**src/inc/dpio_defines.svh**
```systemverilog
`ifndef DPIO_DEFINES_SVH
`define DPIO_DEFINES_SVH

// Register indices; the byte address on the bus is four times the index.
`define DPIO_IDX_PORT4_DATA    8'h08
`define DPIO_IDX_PORT4_DIR     8'h88
`define DPIO_IDX_PORT5_DIR     8'h89
`define DPIO_IDX_PORT5_DATA    8'h09
`define DPIO_IDX_ANALOG_CFG    8'h90
`define DPIO_IDX_HOST_OUT      8'h91
`define DPIO_IDX_HOST_IN       8'h92
`define DPIO_IDX_IRQ_STATUS    8'h93
`define DPIO_IDX_IRQ_MASK      8'h94

// Field positions of the fifth-port direction and host status register.
`define DPIO_F_INFULL          7
`define DPIO_F_OUTFULL         6
`define DPIO_F_OVERRUN         5
`define DPIO_F_HOSTMODE        4

// Reset values.
`define DPIO_RST_PORT4_DIR     8'hff
`define DPIO_RST_PORT5_DIR     3'h7
`define DPIO_RST_ANALOG        3'h7

// Interrupt status bits.
`define DPIO_IRQ_HOST_WR       0
`define DPIO_IRQ_HOST_RD       1
`define DPIO_IRQ_OVERRUN       2
`define DPIO_IRQ_BITS          3

`endif

```
**src/inc/dpio_pkg.sv**
```systemverilog
package dpio_pkg;
	typedef enum logic [1:0] {
		DPIO_STB_IDLE = 2'b00,
		DPIO_STB_WR   = 2'b01,
		DPIO_STB_RD   = 2'b10
	} dpio_strobe_t;
endpackage

```
**src/dpio_strobe_det.sv**
```systemverilog
`timescale 1ns/1ps
`include "dpio_defines.svh"
// Turns the host read and write strobes, each gated by chip select, into
// one-cycle pulses at the end of the strobe (rising edge of the low pulse).
module dpio_strobe_det
	import dpio_pkg::*;
(
	input  wire logic sys_clk_i,
	input  wire logic rst_i,
	input  wire logic enable_i,
	input  wire logic rd_n_i,
	input  wire logic wr_n_i,
	input  wire logic cs_n_i,
	output logic      rd_active_o,
	output logic      wr_done_o,
	output logic      rd_done_o
);
	dpio_strobe_t state;
	dpio_strobe_t next_state;

	always_comb begin
		next_state = state;
		wr_done_o  = 1'b0;
		rd_done_o  = 1'b0;
		case (state)
			DPIO_STB_IDLE: begin
				if (enable_i && !cs_n_i && !wr_n_i) begin
					next_state = DPIO_STB_WR;
				end else if (enable_i && !cs_n_i && !rd_n_i) begin
					next_state = DPIO_STB_RD;
				end
			end
			DPIO_STB_WR: begin
				if (!enable_i || cs_n_i || wr_n_i) begin
					next_state = DPIO_STB_IDLE;
					wr_done_o  = enable_i;
				end
			end
			DPIO_STB_RD: begin
				if (!enable_i || cs_n_i || rd_n_i) begin
					next_state = DPIO_STB_IDLE;
					rd_done_o  = enable_i;
				end
			end
			default: begin
				next_state = DPIO_STB_IDLE;
			end
		endcase
	end

	assign rd_active_o = enable_i && !cs_n_i && !rd_n_i;

	always_ff @(posedge sys_clk_i or posedge rst_i) begin
		if (rst_i) begin
			state <= DPIO_STB_IDLE;
		end else begin
			state <= next_state;
		end
	end
endmodule

```
**src/dpio_irq.sv**
```systemverilog
`timescale 1ns/1ps
`include "dpio_defines.svh"
// Sticky event bits, cleared by writing one; a new event wins over a clear.
module dpio_irq #(
	parameter int N = `DPIO_IRQ_BITS
) (
	input  wire logic         sys_clk_i,
	input  wire logic         rst_i,
	input  wire logic [N-1:0] event_i,
	input  wire logic [N-1:0] clear_i,
	input  wire logic [N-1:0] mask_i,
	output logic      [N-1:0] status_o,
	output logic              irq_o
);
	logic [N-1:0] next_status;

	always_comb begin
		next_status = (status_o & ~clear_i) | event_i;
	end

	always_ff @(posedge sys_clk_i or posedge rst_i) begin
		if (rst_i) begin
			status_o <= '0;
			irq_o    <= 1'b0;
		end else begin
			status_o <= next_status;
			irq_o    <= |(next_status & mask_i);
		end
	end
endmodule

```
**src/dpio_top.sv**
```systemverilog
`timescale 1ns/1ps
`include "dpio_defines.svh"
// Function
// - Eight-pin port, each pin separately input or output.
// - Host mode bit makes the eight-pin port a byte-wide slave port.
// - Three-pin port, each pin separately input or output.
// - In host mode the three pins are read, write and select strobes.
// - Strobes only work when all three direction bits are inputs.
// - Strobes only work when the pins are configured digital.
// - A pin configured analog reads as zero.
// - Direction bits still drive the pins while they are analog.
// - After reset the three pins are analog inputs.
// - Eight-pin direction register resets to all ones.
module dpio_top
	import dpio_pkg::*;
#(
	parameter int W = 8
) (
	input  wire logic         sys_clk_i,
	input  wire logic         rst_i,
	input  wire logic         psel_i,
	input  wire logic         penable_i,
	input  wire logic         pwrite_i,
	input  wire logic [11:0]  paddr_i,
	input  wire logic [31:0]  pwdata_i,
	output logic      [31:0]  prdata_o,
	output logic              pready_o,
	output logic              pslverr_o,
	input  wire logic [W-1:0] port4_pins_i,
	output logic      [W-1:0] port4_pins_o,
	output logic      [W-1:0] port4_pins_oe_o,
	input  wire logic [2:0]   port5_pins_i,
	output logic      [2:0]   port5_pins_o,
	output logic      [2:0]   port5_pins_oe_o,
	output logic      [2:0]   analog_sel_o,
	output logic              irq_o
);
	logic [W-1:0] port4_latch;
	logic [W-1:0] port4_dir;
	logic [2:0]   port5_latch;
	logic [2:0]   port5_dir;
	logic [2:0]   analog_cfg;
	logic         host_mode;
	logic         in_full;
	logic         out_full;
	logic         overrun;
	logic [W-1:0] host_in;
	logic [W-1:0] host_out;
	logic [`DPIO_IRQ_BITS-1:0] irq_mask;
	logic [`DPIO_IRQ_BITS-1:0] irq_status;
	logic [`DPIO_IRQ_BITS-1:0] irq_clear;

	logic [W-1:0] next_port4_latch;
	logic [W-1:0] next_port4_dir;
	logic [2:0]   next_port5_latch;
	logic [2:0]   next_port5_dir;
	logic [2:0]   next_analog_cfg;
	logic         next_host_mode;
	logic         next_in_full;
	logic         next_out_full;
	logic         next_overrun;
	logic [W-1:0] next_host_in;
	logic [W-1:0] next_host_out;
	logic [`DPIO_IRQ_BITS-1:0] next_irq_mask;
	logic [31:0]  next_prdata;

	logic         host_en;
	logic         rd_active;
	logic         wr_done;
	logic         rd_done;
	logic [2:0]   port5_read;
	logic         wr_acc;
	logic         rd_acc;

	// Byte address of a register from its index.
	function automatic logic [11:0] reg_addr(input logic [7:0] idx);
		reg_addr = {2'b00, idx, 2'b00};
	endfunction

	function automatic logic hit(input logic [11:0] a, input logic [7:0] idx);
		hit = (a == reg_addr(idx));
	endfunction

	assign wr_acc    = psel_i && penable_i && pwrite_i;
	assign rd_acc    = psel_i && !penable_i && !pwrite_i;
	assign pready_o  = 1'b1;
	assign pslverr_o = 1'b0;

	// Strobes need host mode, all three pins inputs and digital.
	assign host_en = host_mode && (&port5_dir) && (analog_cfg == 3'h0);

	dpio_strobe_det u_strobe (
		.sys_clk_i   (sys_clk_i),
		.rst_i       (rst_i),
		.enable_i    (host_en),
		.rd_n_i      (port5_pins_i[0]),
		.wr_n_i      (port5_pins_i[1]),
		.cs_n_i      (port5_pins_i[2]),
		.rd_active_o (rd_active),
		.wr_done_o   (wr_done),
		.rd_done_o   (rd_done)
	);

	// Each pin is an input or output on its own; in host mode the eight pins
	// drive the outbound byte only while the host holds a read strobe.
	genvar g;
	generate
		for (g = 0; g < W; g++) begin : g_port4
			assign port4_pins_o[g]    = host_mode ? host_out[g] : port4_latch[g];
			assign port4_pins_oe_o[g] = host_mode ? rd_active : !port4_dir[g];
		end
		for (g = 0; g < 3; g++) begin : g_port5
			assign port5_pins_o[g]    = port5_latch[g];
			assign port5_pins_oe_o[g] = !port5_dir[g];
			assign port5_read[g]      = analog_cfg[g] ? 1'b0 : port5_pins_i[g];
		end
	endgenerate

	assign analog_sel_o = analog_cfg;
	assign irq_clear    = (wr_acc && hit(paddr_i, `DPIO_IDX_IRQ_STATUS)) ?
		pwdata_i[`DPIO_IRQ_BITS-1:0] : '0;

	always_comb begin
		next_port4_latch = port4_latch;
		next_port4_dir   = port4_dir;
		next_port5_latch = port5_latch;
		next_port5_dir   = port5_dir;
		next_analog_cfg  = analog_cfg;
		next_host_mode   = host_mode;
		next_in_full     = in_full;
		next_out_full    = out_full;
		next_overrun     = overrun;
		next_host_in     = host_in;
		next_host_out    = host_out;
		next_irq_mask    = irq_mask;
		next_prdata      = prdata_o;
		if (wr_acc) begin
			if (hit(paddr_i, `DPIO_IDX_PORT4_DATA)) begin
				next_port4_latch = pwdata_i[W-1:0];
			end
			if (hit(paddr_i, `DPIO_IDX_PORT4_DIR)) begin
				next_port4_dir = pwdata_i[W-1:0];
			end
			if (hit(paddr_i, `DPIO_IDX_PORT5_DATA)) begin
				next_port5_latch = pwdata_i[2:0];
			end
			if (hit(paddr_i, `DPIO_IDX_PORT5_DIR)) begin
				next_port5_dir = pwdata_i[2:0];
				next_host_mode = pwdata_i[`DPIO_F_HOSTMODE];
				if (!pwdata_i[`DPIO_F_OVERRUN]) begin
					next_overrun = 1'b0;
				end
			end
			if (hit(paddr_i, `DPIO_IDX_ANALOG_CFG)) begin
				next_analog_cfg = pwdata_i[2:0];
			end
			if (hit(paddr_i, `DPIO_IDX_HOST_OUT)) begin
				next_host_out = pwdata_i[W-1:0];
				next_out_full = 1'b1;
			end
			if (hit(paddr_i, `DPIO_IDX_IRQ_MASK)) begin
				next_irq_mask = pwdata_i[`DPIO_IRQ_BITS-1:0];
			end
		end
		if (rd_acc) begin
			next_prdata = 32'h0000_0000;
			if (hit(paddr_i, `DPIO_IDX_PORT4_DATA)) begin
				next_prdata[W-1:0] = port4_pins_i;
			end
			if (hit(paddr_i, `DPIO_IDX_PORT4_DIR)) begin
				next_prdata[W-1:0] = port4_dir;
			end
			if (hit(paddr_i, `DPIO_IDX_PORT5_DATA)) begin
				next_prdata[2:0] = port5_read;
			end
			if (hit(paddr_i, `DPIO_IDX_PORT5_DIR)) begin
				next_prdata[7:0] = {in_full, out_full, overrun, host_mode, 1'b0,
					port5_dir};
			end
			if (hit(paddr_i, `DPIO_IDX_ANALOG_CFG)) begin
				next_prdata[2:0] = analog_cfg;
			end
			if (hit(paddr_i, `DPIO_IDX_HOST_OUT)) begin
				next_prdata[W-1:0] = host_out;
			end
			if (hit(paddr_i, `DPIO_IDX_HOST_IN)) begin
				next_prdata[W-1:0] = host_in;
				next_in_full       = 1'b0;
			end
			if (hit(paddr_i, `DPIO_IDX_IRQ_STATUS)) begin
				next_prdata[`DPIO_IRQ_BITS-1:0] = irq_status;
			end
			if (hit(paddr_i, `DPIO_IDX_IRQ_MASK)) begin
				next_prdata[`DPIO_IRQ_BITS-1:0] = irq_mask;
			end
		end
		// Host events come last so they win over a software clear in the same cycle.
		if (wr_done) begin
			next_host_in = port4_pins_i;
			next_in_full = 1'b1;
			if (in_full) begin
				next_overrun = 1'b1;
			end
		end
		// A new outbound byte written in the same cycle stays flagged, so set wins.
		if (rd_done && !(wr_acc && hit(paddr_i, `DPIO_IDX_HOST_OUT))) begin
			next_out_full = 1'b0;
		end
	end

	always_ff @(posedge sys_clk_i or posedge rst_i) begin
		if (rst_i) begin
			port4_latch <= '0;
			port4_dir   <= `DPIO_RST_PORT4_DIR;
			port5_latch <= 3'h0;
			port5_dir   <= `DPIO_RST_PORT5_DIR;
			analog_cfg  <= `DPIO_RST_ANALOG;
			host_mode   <= 1'b0;
			in_full     <= 1'b0;
			out_full    <= 1'b0;
			overrun     <= 1'b0;
			host_in     <= '0;
			host_out    <= '0;
			irq_mask    <= '0;
			prdata_o    <= 32'h0000_0000;
		end else begin
			port4_latch <= next_port4_latch;
			port4_dir   <= next_port4_dir;
			port5_latch <= next_port5_latch;
			port5_dir   <= next_port5_dir;
			analog_cfg  <= next_analog_cfg;
			host_mode   <= next_host_mode;
			in_full     <= next_in_full;
			out_full    <= next_out_full;
			overrun     <= next_overrun;
			host_in     <= next_host_in;
			host_out    <= next_host_out;
			irq_mask    <= next_irq_mask;
			prdata_o    <= next_prdata;
		end
	end

	dpio_irq u_irq (
		.sys_clk_i (sys_clk_i),
		.rst_i     (rst_i),
		.event_i   ({wr_done && in_full, rd_done, wr_done}),
		.clear_i   (irq_clear),
		.mask_i    (irq_mask),
		.status_o  (irq_status),
		.irq_o     (irq_o)
	);

	property p_host_wr_full;
		@(posedge sys_clk_i) disable iff (rst_i) wr_done |=> in_full;
	endproperty
	a_host_wr_full: assert property (p_host_wr_full) else $error("write not flagged");

	property p_overrun;
		@(posedge sys_clk_i) disable iff (rst_i) (wr_done && in_full) |=> overrun;
	endproperty
	a_overrun: assert property (p_overrun) else $error("overrun missed");

	property p_rd_clears;
		@(posedge sys_clk_i) disable iff (rst_i)
			rd_done && !(wr_acc && hit(paddr_i, `DPIO_IDX_HOST_OUT)) |=> !out_full;
	endproperty
	a_rd_clears: assert property (p_rd_clears) else $error("outbound not cleared");

	property p_gate;
		@(posedge sys_clk_i) disable iff (rst_i)
			(!host_mode || !(&port5_dir) || (analog_cfg != 3'h0)) |-> !wr_done && !rd_done;
	endproperty
	a_gate: assert property (p_gate) else $error("strobe taken while disabled");

	property p_analog_zero;
		@(posedge sys_clk_i) disable iff (rst_i)
			(rd_acc && hit(paddr_i, `DPIO_IDX_PORT5_DATA)) |=>
			((prdata_o[2:0] & analog_cfg) == 3'h0);
	endproperty
	a_analog_zero: assert property (p_analog_zero) else $error("analog pin read nonzero");

	property p_dir_oe;
		@(posedge sys_clk_i) disable iff (rst_i) port5_pins_oe_o == ~port5_dir;
	endproperty
	a_dir_oe: assert property (p_dir_oe) else $error("direction ignored");

	property p_port4_oe;
		@(posedge sys_clk_i) disable iff (rst_i) !host_mode |-> port4_pins_oe_o == ~port4_dir;
	endproperty
	a_port4_oe: assert property (p_port4_oe) else $error("port direction wrong");

	property p_bit3_zero;
		@(posedge sys_clk_i) disable iff (rst_i)
			(rd_acc && hit(paddr_i, `DPIO_IDX_PORT5_DIR)) |=> !prdata_o[3];
	endproperty
	a_bit3_zero: assert property (p_bit3_zero) else $error("bit 3 not zero");

	property p_host_drive;
		@(posedge sys_clk_i) disable iff (rst_i)
			host_mode && !rd_active |-> port4_pins_oe_o == '0;
	endproperty
	a_host_drive: assert property (p_host_drive) else $error("host bus driven");

	c_wr: cover property (@(posedge sys_clk_i) disable iff (rst_i) wr_done);
	c_rd: cover property (@(posedge sys_clk_i) disable iff (rst_i) rd_done);
	c_ovr: cover property (@(posedge sys_clk_i) disable iff (rst_i) wr_done && in_full);
endmodule

```
**config.mk**
```make
export PLATFORM = sky130hd
export DESIGN_NAME = dpio_top
export DESIGN_NICKNAME = d
export VERILOG_FILES = /design/src/inc/dpio_pkg.sv /design/src/dpio_strobe_det.sv /design/src/dpio_irq.sv /design/src/dpio_top.sv
export VERILOG_INCLUDE_DIRS = /design/src /design/src/inc
export SDC_FILE = /design/constraint.sdc
export NUM_CORES = 1
export LEC_CHECK = 0
export BUFFER_PORTS_ARGS = -buffer_cell sky130_fd_sc_hd__buf_2
export CORE_MARGIN = 2
export CORE_UTILIZATION = 50
export CTS_BUF_LIST = sky130_fd_sc_hd__clkbuf_4
export DETAILED_ROUTE_END_ITERATION = 16
export GPL_ROUTABILITY_DRIVEN = 0
export PLACE_DENSITY_LB_ADDON = 0.15
export SLEW_MARGIN = 20
export SYNTH_ARGS = -nofsm -noshare
export SYNTH_HDL_FRONTEND = slang
export SYNTH_SLANG_ARGS = --single-unit
```
**constraint.sdc**
```tcl
create_clock -name sys_clk_i -period 3.85 [get_ports sys_clk_i]
set_clock_uncertainty 0.2 [all_clocks]
set_input_delay 0.77 -clock sys_clk_i [delete_from_list [all_inputs] [get_ports sys_clk_i]]
set_output_delay 0.77 -clock sys_clk_i [all_outputs]
set_load 0.02 [all_outputs]
```
# Word level (Yosys, flattened, before mapping)
# Index checks and enable logic that the tools add are counted.
# classes
n_eq_ne	14
muxes	49
n_bitwise	4
n_reduce_logical	52
# ops
cell	count
equality test 12 x 10 -> 1 bit, second input constant	7
2-to-1 mux 8 bit	5
2-to-1 mux 1 bit	34
equality test 12 x 6 -> 1 bit, second input constant	2
logical NOT 1 bit	18
AND reduction 2 bit	9
2-to-1 mux 3 bit	5
logical AND 1 bit	13
2-to-1 mux 2 bit	4
nonzero test 2 bit	4
AND 3 bit	2
one-hot mux 2 bit (3 select lines)	1
AND reduction 3 bit	2
inequality test 2 x 1 -> 1 bit, second input constant	2
logical NOT 3 bit	1
logical OR 1 bit	3
inequality test 3 x 2 -> 1 bit, second input constant	1
inverter 3 bit	1
bitwise OR 3 bit	1
OR reduction 3 bit	1
equality test 2 x 1 -> 1 bit, second input constant	1
equality test 2 bit, second input constant	1
logical NOT 2 bit	1
# totals
regBits	62
in_bits	60

# Depth between registers and ports, before layout
# Gate-level depths: netlist (run 1).
# depth
word_depth	12
ltp_mapped	6

# Cells and area by module
# Synthesis (run 1) repeated with hierarchy kept, for this count alone.
# hier_totals
cells_unflattened	306
hier_area_um2	3369.5
# modules_own_cells
module	n_inst	cells_each	area_each_um2
dpio_top	1	280	3096.7
dpio_irq	1	13	156.4
dpio_strobe_det	1	13	116.4

# Worst setup path before layout (run 1)
# No wires, ideal clock.
# synth_timing
path_type	reg2out
from	register port5_dir[0]
to	output port4_pins_oe_o[0]
t_arrival_ns	1.923
setup_slack_ns	0.957
stages_incl_launch_ff	6
path_cell_list	dfstp_2 inv_1 or4_1 or3_1 clkbuf_1 o21ai_0
# synth_between
elab_chain_len	6
# synth_lines
element	line	text
start, declared	dpio_top.sv:41	logic [2:0] port5_dir;
start signal, assigned	dpio_top.sv:216	port5_dir <= `DPIO_RST_PORT5_DIR;
start signal, assigned	dpio_top.sv:230	port5_dir <= next_port5_dir;
AND reduction 3 bit	dpio_top.sv:90	assign host_en = host_mode && (&port5_dir) && (analog_cfg == 3'h0);
logical AND 1 bit (2 in series)	dpio_top.sv:90	
logical AND 1 bit (2 in series)	dpio_strobe_det.sv:51	assign rd_active_o = enable_i && !cs_n_i && !rd_n_i;
2-to-1 mux 1 bit	dpio_top.sv:110	assign port4_pins_oe_o[g] = host_mode ? rd_active : !port4_dir[g];
end, declared	dpio_top.sv:31	output logic [W-1:0] port4_pins_oe_o,
# Every way passes these cells.

# Final worst setup path (run 1)
# layout_timing
from	register port5_dir[0]
to	output port4_pins_oe_o[3]
# Same word-level chain as after synthesis.

==> results of run 1 <==
-- routing by layer --
layer | vias up | wire, um
met1 | 1274 | 3960
li1 | 1237 | -
met5 | - | 0
met4 | 0 | 114
met3 | 9 | 525
met2 | 104 | 3800
-- power breakdown --
part	internal [mW]	total [mW]	switching (mW)
clock	0.264	0.505	0.241
sequential	0.658	0.661	0.00354
combinational	0.0365	0.126	0.0897
-- cell families (layout without fill, tap and decap cells) --
family,count (synthesis),after routing,share of synthesized area (%)
AOI/OAI and AO/OA,57,57,11.5
buffers and inverters,47,98,8.42
DFF,62,62,45.7
muxes,56,56,18.7
other,2,26,0.219
and+or+nand+nor,84,84,15.5
-- registers in the layout, summed over array words and instances, names as in the netlist, 8 cells and up --
name / cells
host_in: 8
prdata_o: 8
port4_latch: 8
port4_dir: 8
host_out: 8
-- placed cells by master (no fill, tap or decap), types with 4 or more instances in the layout --
master | netlist | final
inv_1 | 9 | 8
mux2_1 | 9 | 9
o211ai_1 | 4 | 4
nor3_1 | 8 | 8
nor4_1 | 4 | 4
nand3_1 | 5 | 5
a22oi_1 | 5 | 5
buf_4 | 27 | 4
o2111ai_1 | 4 | 4
dfstp_2 | 14 | 14
a21o_1 | 6 | 6
nor2_1 | 14 | 14
clkbuf_4 | 0 | 10
a221oi_1 | 4 | 4
dfrtp_1 | 48 | 48
buf_2 | 3 | 69
nand2_1 | 17 | 17
conb_1 | 2 | 26
mux2_2 | 43 | 43
or4_1 | 4 | 4
o21ai_0 | 17 | 17
-- metrics by stage --
stage	utilization, %	cells
floorplan	-	332
global placement	55.7	447
detailed placement	55.7	447
CTS	58.0	463
global route	58.0	463
finish	58.0	463
-- final timing paths --
check / from / to / slack (ns) / cells after the start
worst max-delay path: port5_dir[0]$_DFFE_PP1P_ / port4_pins_oe_o[3] / 0.40 / 5
worst min-delay path: rst_i / port5_pins_o[0]$_DFFE_PP0P_ / 0.25 / 2
worst max register to register: port5_dir[0]$_DFFE_PP1P_ / host_in[1]$_DFFE_PP0P_ / 1.18 / 4
worst min register to register: prdata_o[3]$_DFFE_PP0P_ / prdata_o[3]$_DFFE_PP0P_ / 0.29 / 2
max in group asynchronous: rst_i / port4_dir[4]$_DFFE_PP1P_ / 2.34 / 3
min in group sys_clk_i: prdata_o[3]$_DFFE_PP0P_ / prdata_o[3]$_DFFE_PP0P_ / 0.29 / 2
-- area by class of cell --
class | instances | area, um2 | share of cell area (%)
multi-input combinational | 223 | 1670 | 42.8
sequential | 62 | 1570 | 40.3
timing repair buffer | 73 | 375 | 9.63
tap | 80 | 100 | 2.57
clock inverter | 6 | 77.6 | 1.99
clock buffer | 10 | 75.1 | 1.93
inverter | 9 | 33.8 | 0.867
==> flow_summary.json, run 1 <==
{
  "status": "completed",
  "dpl_worst_slack_ns": 0.655,
  "fillers": 611,
  "worstSetupPathType": "flip-flop to output port",
  "grt_max_degree": 36,
  "cp.required_ns": 2.88,
  "routed_via_density": 5.67,
  "peakVddDrop_mv": 0.168,
  "synthCells": 308,
  "yosys_register_bits": 62,
  "num_vias": 2624,
  "n_antenna_cell": 0,
  "dieArea_um2": 7550,
  "clock_path_buffers": 2,
  "drt_first_pass_iters": 4,
  "fin_ws_ns": 0.404,
  "slew_violations": 0,
  "slowest_delay_ns": 0.59,
  "rsz0062_at_grt": "no",
  "core-area_um2": 6720,
  "dpl.hpwl_um": 6290,
  "overflow": 0,
  "place_area_um2": 3740,
  "cp_max_fo": 9,
  "startpoint_type": "flip-flop",
  "synth_cell_type_count": 52,
  "hold_viol_final": 0,
  "layout_min_cycle_time_ns": 3.45,
  "path_cells": "inv_1 > or4_1 > or3_1 > o21ai_0 > buf_2",
  "critPathArrivalTime_ns": 2.48,
  "fmax_mhz": 290,
  "routed_wl_um": 8390,
  "p_leak_nw": 1.92,
  "clock-sinks": 62,
  "p_per_area_nw_per_um2": 332,
  "areaGrowthSynthToFinish_pct": 13.5,
  "boundaryPins": 120,
  "yosysSeqAreaShare_pct": 45.7,
  "hp-class": "input port to async pin",
  "post_cts_resize_count": 0,
  "drtIter0Drc": 153,
  "start_util_pct": 51.1,
  "syn_avg_cell_area_um2": 11.2,
  "setup_viol": 0,
  "cp.buffers_inverters": 2,
  "synth.top_cell.area_share_pct": 35.0,
  "grt_pass1_vias": 2505,
  "yosys.area.top_type": "dfrtp_1",
  "layout-drive-gt1-share_pct": 41.8,
  "ys_top_cells_by_count": "dfrtp_1, mux2_2, buf_4",
  "synthArstFlopShare_pct": 100,
  "finalSetupTns_ns": 0,
  "final_antenna_net_count": 0,
  "worst_path_max_delay_cell": "or4_1",
  "synth_edf_count": 0,
  "fin_nets": 438,
  "grt_usage_pct": 23.8,
  "cts_tree": "done",
  "synth_area_um2": 3430,
  "synthFlopType": "dfrtp_1",
  "postCtsSetupRepairBufs": 0,
  "worst_pin_slew_ns": 0.761,
  "antenna_found_initial": 0,
  "drc": 0,
  "grtUsageMet1_pct": 33.8,
  "die_y_um": 86.9,
  "synth.most_common_cell": "dfrtp_1",
  "cts_hold_buf": 0,
  "cts_htree_levels": 3,
  "cp_top_family": "simple AND/OR/NAND/NOR gates",
  "slew_headroom_pct": 49.1,
  "die_x_um": 86.9,
  "power_mw": 1.29,
  "routedWlPerCell_um": 18.1,
  "grtUsageMet3_pct": 6.26,
  "postLayoutCellArea_um2": 3900,
  "num_rows": 30,
  "worst_hold_slack_ns": 0.254,
  "finalCritPeriodShare_pct": 89.5,
  "use_met2_pct": 35.5,
  "end_kind": "output port",
  "cts_made_buffers": 9,
  "top_usage_layer": "met2",
  "clk_pin_slew_worst_paths_ns": 0.12,
  "synth_area_leaders": "dfrtp_1, mux2_2, dfstp_2",
  "root_buffer": "clkbuf_4",
  "grt_pass1_wl_um": 13300,
  "clk_latency_ns": 0.42,
  "port_buffers": 69,
  "ys_warn_count": 0,
  "cap_violations": 0
}
Power figures use the tool's default switching activity.
==> run 2: changes to the inputs <==
--- a/config.mk
+++ b/config.mk
@@ -12,8 +12,10 @@
 export CTS_BUF_LIST = sky130_fd_sc_hd__clkbuf_4
 export DETAILED_ROUTE_END_ITERATION = 16
 export GPL_ROUTABILITY_DRIVEN = 0
+export MAX_ROUTING_LAYER = met4
 export PLACE_DENSITY_LB_ADDON = 0.15
 export SLEW_MARGIN = 20
 export SYNTH_ARGS = -nofsm -noshare
 export SYNTH_HDL_FRONTEND = slang
+export SYNTH_HIERARCHICAL = 1
 export SYNTH_SLANG_ARGS = --single-unit
==> run 2 against run 1 <==
Via count down 0.99%. Flip-flop and latch count unchanged. Register-to-register slack worse by 0.06 ns. Largest cell class unchanged. Routed wire length down 6.9%. Fmax down 4.2%. Non-clock buffer count up 5. Clock-buffer cell count down 1. Clock power down 26%. Worst hold slack worse by 0.22 ns.
==> flow_summary.json, run 2 <==
{
  "startpoint_type": "flip-flop",
  "overflow": 0,
  "switchingPower_mw": 0.348,
  "cap_violations": 0,
  "hold_viol_final": 0,
  "fmax_mhz": 278,
  "routed_via_density": 5.62,
  "clk_latency_ns": 0.40,
  "routedWlPerCell_um": 16.9,
  "final_antenna_net_count": 0,
  "drtIter0Drc": 182,
  "num_vias": 2598,
  "synth_cell_type_count": 47,
  "clock_path_buffers": 2,
  "finalCritPeriodShare_pct": 93.4,
  "top_layer_used": "met4",
  "wl_met1_um": 3610,
  "peakVddDrop_mv": 0.199,
  "setup.worst_path.start": "port5_dir[1]$_DFFE_PP1P_",
  "fin_nets": 440,
  "hp-class": "input port to async pin",
  "synthArstFlopShare_pct": 100,
  "die_y_um": 86.1,
  "cp_top_family": "simple AND/OR/NAND/NOR gates",
  "p_seq_share_pct": 56.8,
  "slowest_delay_ns": 0.53,
  "cp.required_ns": 2.88,
  "synth.top_cell.area_share_pct": 35.6,
  "dpl_worst_slack_ns": 0.514,
  "grt_pass1_wl_um": 12800,
  "dieArea_um2": 7410,
  "dpl.hpwl_um": 5830,
  "antenna_found_initial": 0,
  "layout_min_cycle_time_ns": 3.60,
  "layout_commonest_cell": "buf_2",
  "power.internal_mw": 0.829,
  "die_x_um": 86.1,
  "start_util_pct": 52.5,
  "fin_ws_ns": 0.254,
  "path_cells": "inv_1 > or4_1 > nor4b_1 > buf_4 > nand2b_4 > nor2_1 > nand2_2 > o21ai_0 > buf_2",
  "core-area_um2": 6420,
  "cts_htree_levels": 3,
  "postCtsSetupRepairBufs": 0,
  "layout-drive-gt1-share_pct": 45.5,
  "post_cts_resize_count": 0,
  "fillers": 553,
  "timing.critical_path.to": "port4_pins_oe_o[1]",
  "worst_pin_slew_ns": 0.893,
  "rr_worst_depth": 10,
  "grt_pass1_vias": 2480,
  "port_buffers": 69,
  "num_rows": 29,
  "yosys_register_bits": 62,
  "boundaryPins": 120,
  "root_buffer": "clkbuf_4",
  "synth.most_common_cell": "mux2_2",
  "synth_edf_count": 0,
  "rsz0062_at_grt": "no",
  "synth_area_leaders": "dfrtp_1, mux2_2, dfstp_2",
  "placedCellCount": 446,
  "post-route-util_pct": 59.7,
  "cts_hold_buf": 0,
  "slew_headroom_pct": 40.4,
  "n_antenna_cell": 0,
  "r2r_end": "u_irq/irq_o$_DFF_PP0_",
  "r2r-start": "port5_dir[1]$_DFFE_PP1P_",
  "setup_viol": 0,
  "yosysSeqAreaShare_pct": 46.6,
  "cts_made_buffers": 9,
  "cts_tree": "done",
  "grt_max_degree": 52,
  "switching_share_pct": 29.6,
  "areaGrowthSynthToFinish_pct": 13.8,
  "yosys.area.top_type": "dfrtp_1",
  "p_comb_share_pct": 11.4,
  "crit_cells": 9,
  "status": "completed",
  "ys_top_cells_by_count": "mux2_2, dfrtp_1, buf_4",
  "p_leak_nw": 1.92,
  "critPathArrivalTime_ns": 2.63,
  "routed_wl_um": 7810,
  "clockPowerShare_pct": 31.8,
  "drc": 0,
  "slew_violations": 0,
  "ff2ff_setup_slack_ns": 1.12,
  "synthCells": 306,
  "synthFlopType": "dfrtp_1",
  "fin_cells": 462,
  "wl_met2_um": 3530,
  "mostFrequentLayoutCells": "buf_2, mux2_2, dfrtp_1",
  "worst_path_max_delay_cell": "dfstp_2",
  "synth_area_um2": 3370,
  "clk_pin_slew_worst_paths_ns": 0.11,
  "ys_warn_count": 6,
  "clock-sinks": 62,
  "grt_usage_pct": 23.3,
  "met3WireLength_um": 489,
  "syn_avg_cell_area_um2": 11.0,
  "cp_max_fo": 8,
  "drt_first_pass_iters": 4,
  "worstSetupPathType": "flip-flop to output port",
  "cp.buffers_inverters": 3,
  "end_kind": "output port",
  "finalSetupTns_ns": 0,
  "p_per_area_nw_per_um2": 307
}
run 2: cell types whose count changed in the layout (fill, tap and decap cells not counted), moves of 4 or more:
cell       before  now
mux2_2         43   57
mux2_1          9    0
nand2_1        17   10
buf_4           4    9
o21ai_0        17   22
a21oi_1         3    7
o2111ai_1       4    0
run 2: power by group through the flow:
| stage | Clock, mW | Sequential [mW] | Combinational (mW) |
|---|---|---|---|
| after floorplan | 0 | 0.692 | 0.0887 |
| after global placement | 0 | 0.680 | 0.132 |
| after detailed placement | 0 | 0.680 | 0.134 |
| after CTS | 0.385 | 0.669 | 0.134 |
| after global routing | 0.423 | 0.670 | 0.149 |
| final | 0.374 | 0.669 | 0.134 |
run 2: layout make-up:
type                       instances  area [um2]  share of cell area (%)
clock buffer                       9        67.6                    1.76
clock inverter                     7        41.3                    1.08
inverter                          10        38.8                    1.01
multi-input combinational        219        1610                    42.0
sequential                        62        1570                    40.9
tap                               77        96.3                    2.51
timing repair buffer              78         413                    10.8
run 2: stage by stage:
step | area (um2) | power, mW | hold slack (ns)
CTS | 3830 | 1.19 | 0.00104
detailed placement | 3720 | 0.814 | 0.267
finish | 3830 | 1.18 | 0.0336
global placement | 3720 | 0.812 | 0.262
global route | 3830 | 1.24 | 0.00450
floorplan | 3460 | 0.781 | 0.244
run 2: per-layer routing:
metal	vias to the layer above	global-route usage, %
li1	1215	-
met1	1259	32.7
met2	110	33.2
met3	14	4.62
met4	0	9.38
met5	-	-
run 2: cells by family (layout without fill, tap and decap cells):
logic type,count (synthesis),in the layout,synth area share (%)
AND/OR/NAND/NOR,78,78,13.9
buffers and inverters,49,104,8.43
multiplexers,59,59,20.0
other,2,26,0.223
AO/OA/AOI/OAI,56,56,10.9
flip-flops,62,62,46.6
run 2: worst reg2reg max path, cell delays in order, from the launching register on:
cell and delay (ns):
dfstp_2 0.53, inv_1 0.08, or4_1 0.51, nor4b_1 0.27, buf_4 0.19, o211ai_1 0.09
nor2_1 0.09, buf_4 0.21, and2_1 0.24, a21o_1 0.13, a221o_1 0.15
run 2: worst min-delay path by stage:
stage	endpoint	cells past startpoint	slack, ns	start
2_1_floorplan	overrun$_DFF_PP0_	1	0.24	overrun$_DFF_PP0_
3_3_place_gp	out_full$_DFFE_PP0P_	1	0.26	out_full$_DFFE_PP0P_
3_5_place_dp	out_full$_DFFE_PP0P_	1	0.27	out_full$_DFFE_PP0P_
4_1_cts	u_strobe/state[0]$_DFFE_PP0P_	2	0.001	rst_i
5_1_grt	u_strobe/state[0]$_DFFE_PP0P_	2	0.005	rst_i
6_report	u_strobe/state[0]$_DFFE_PP0P_	2	0.03	rst_i
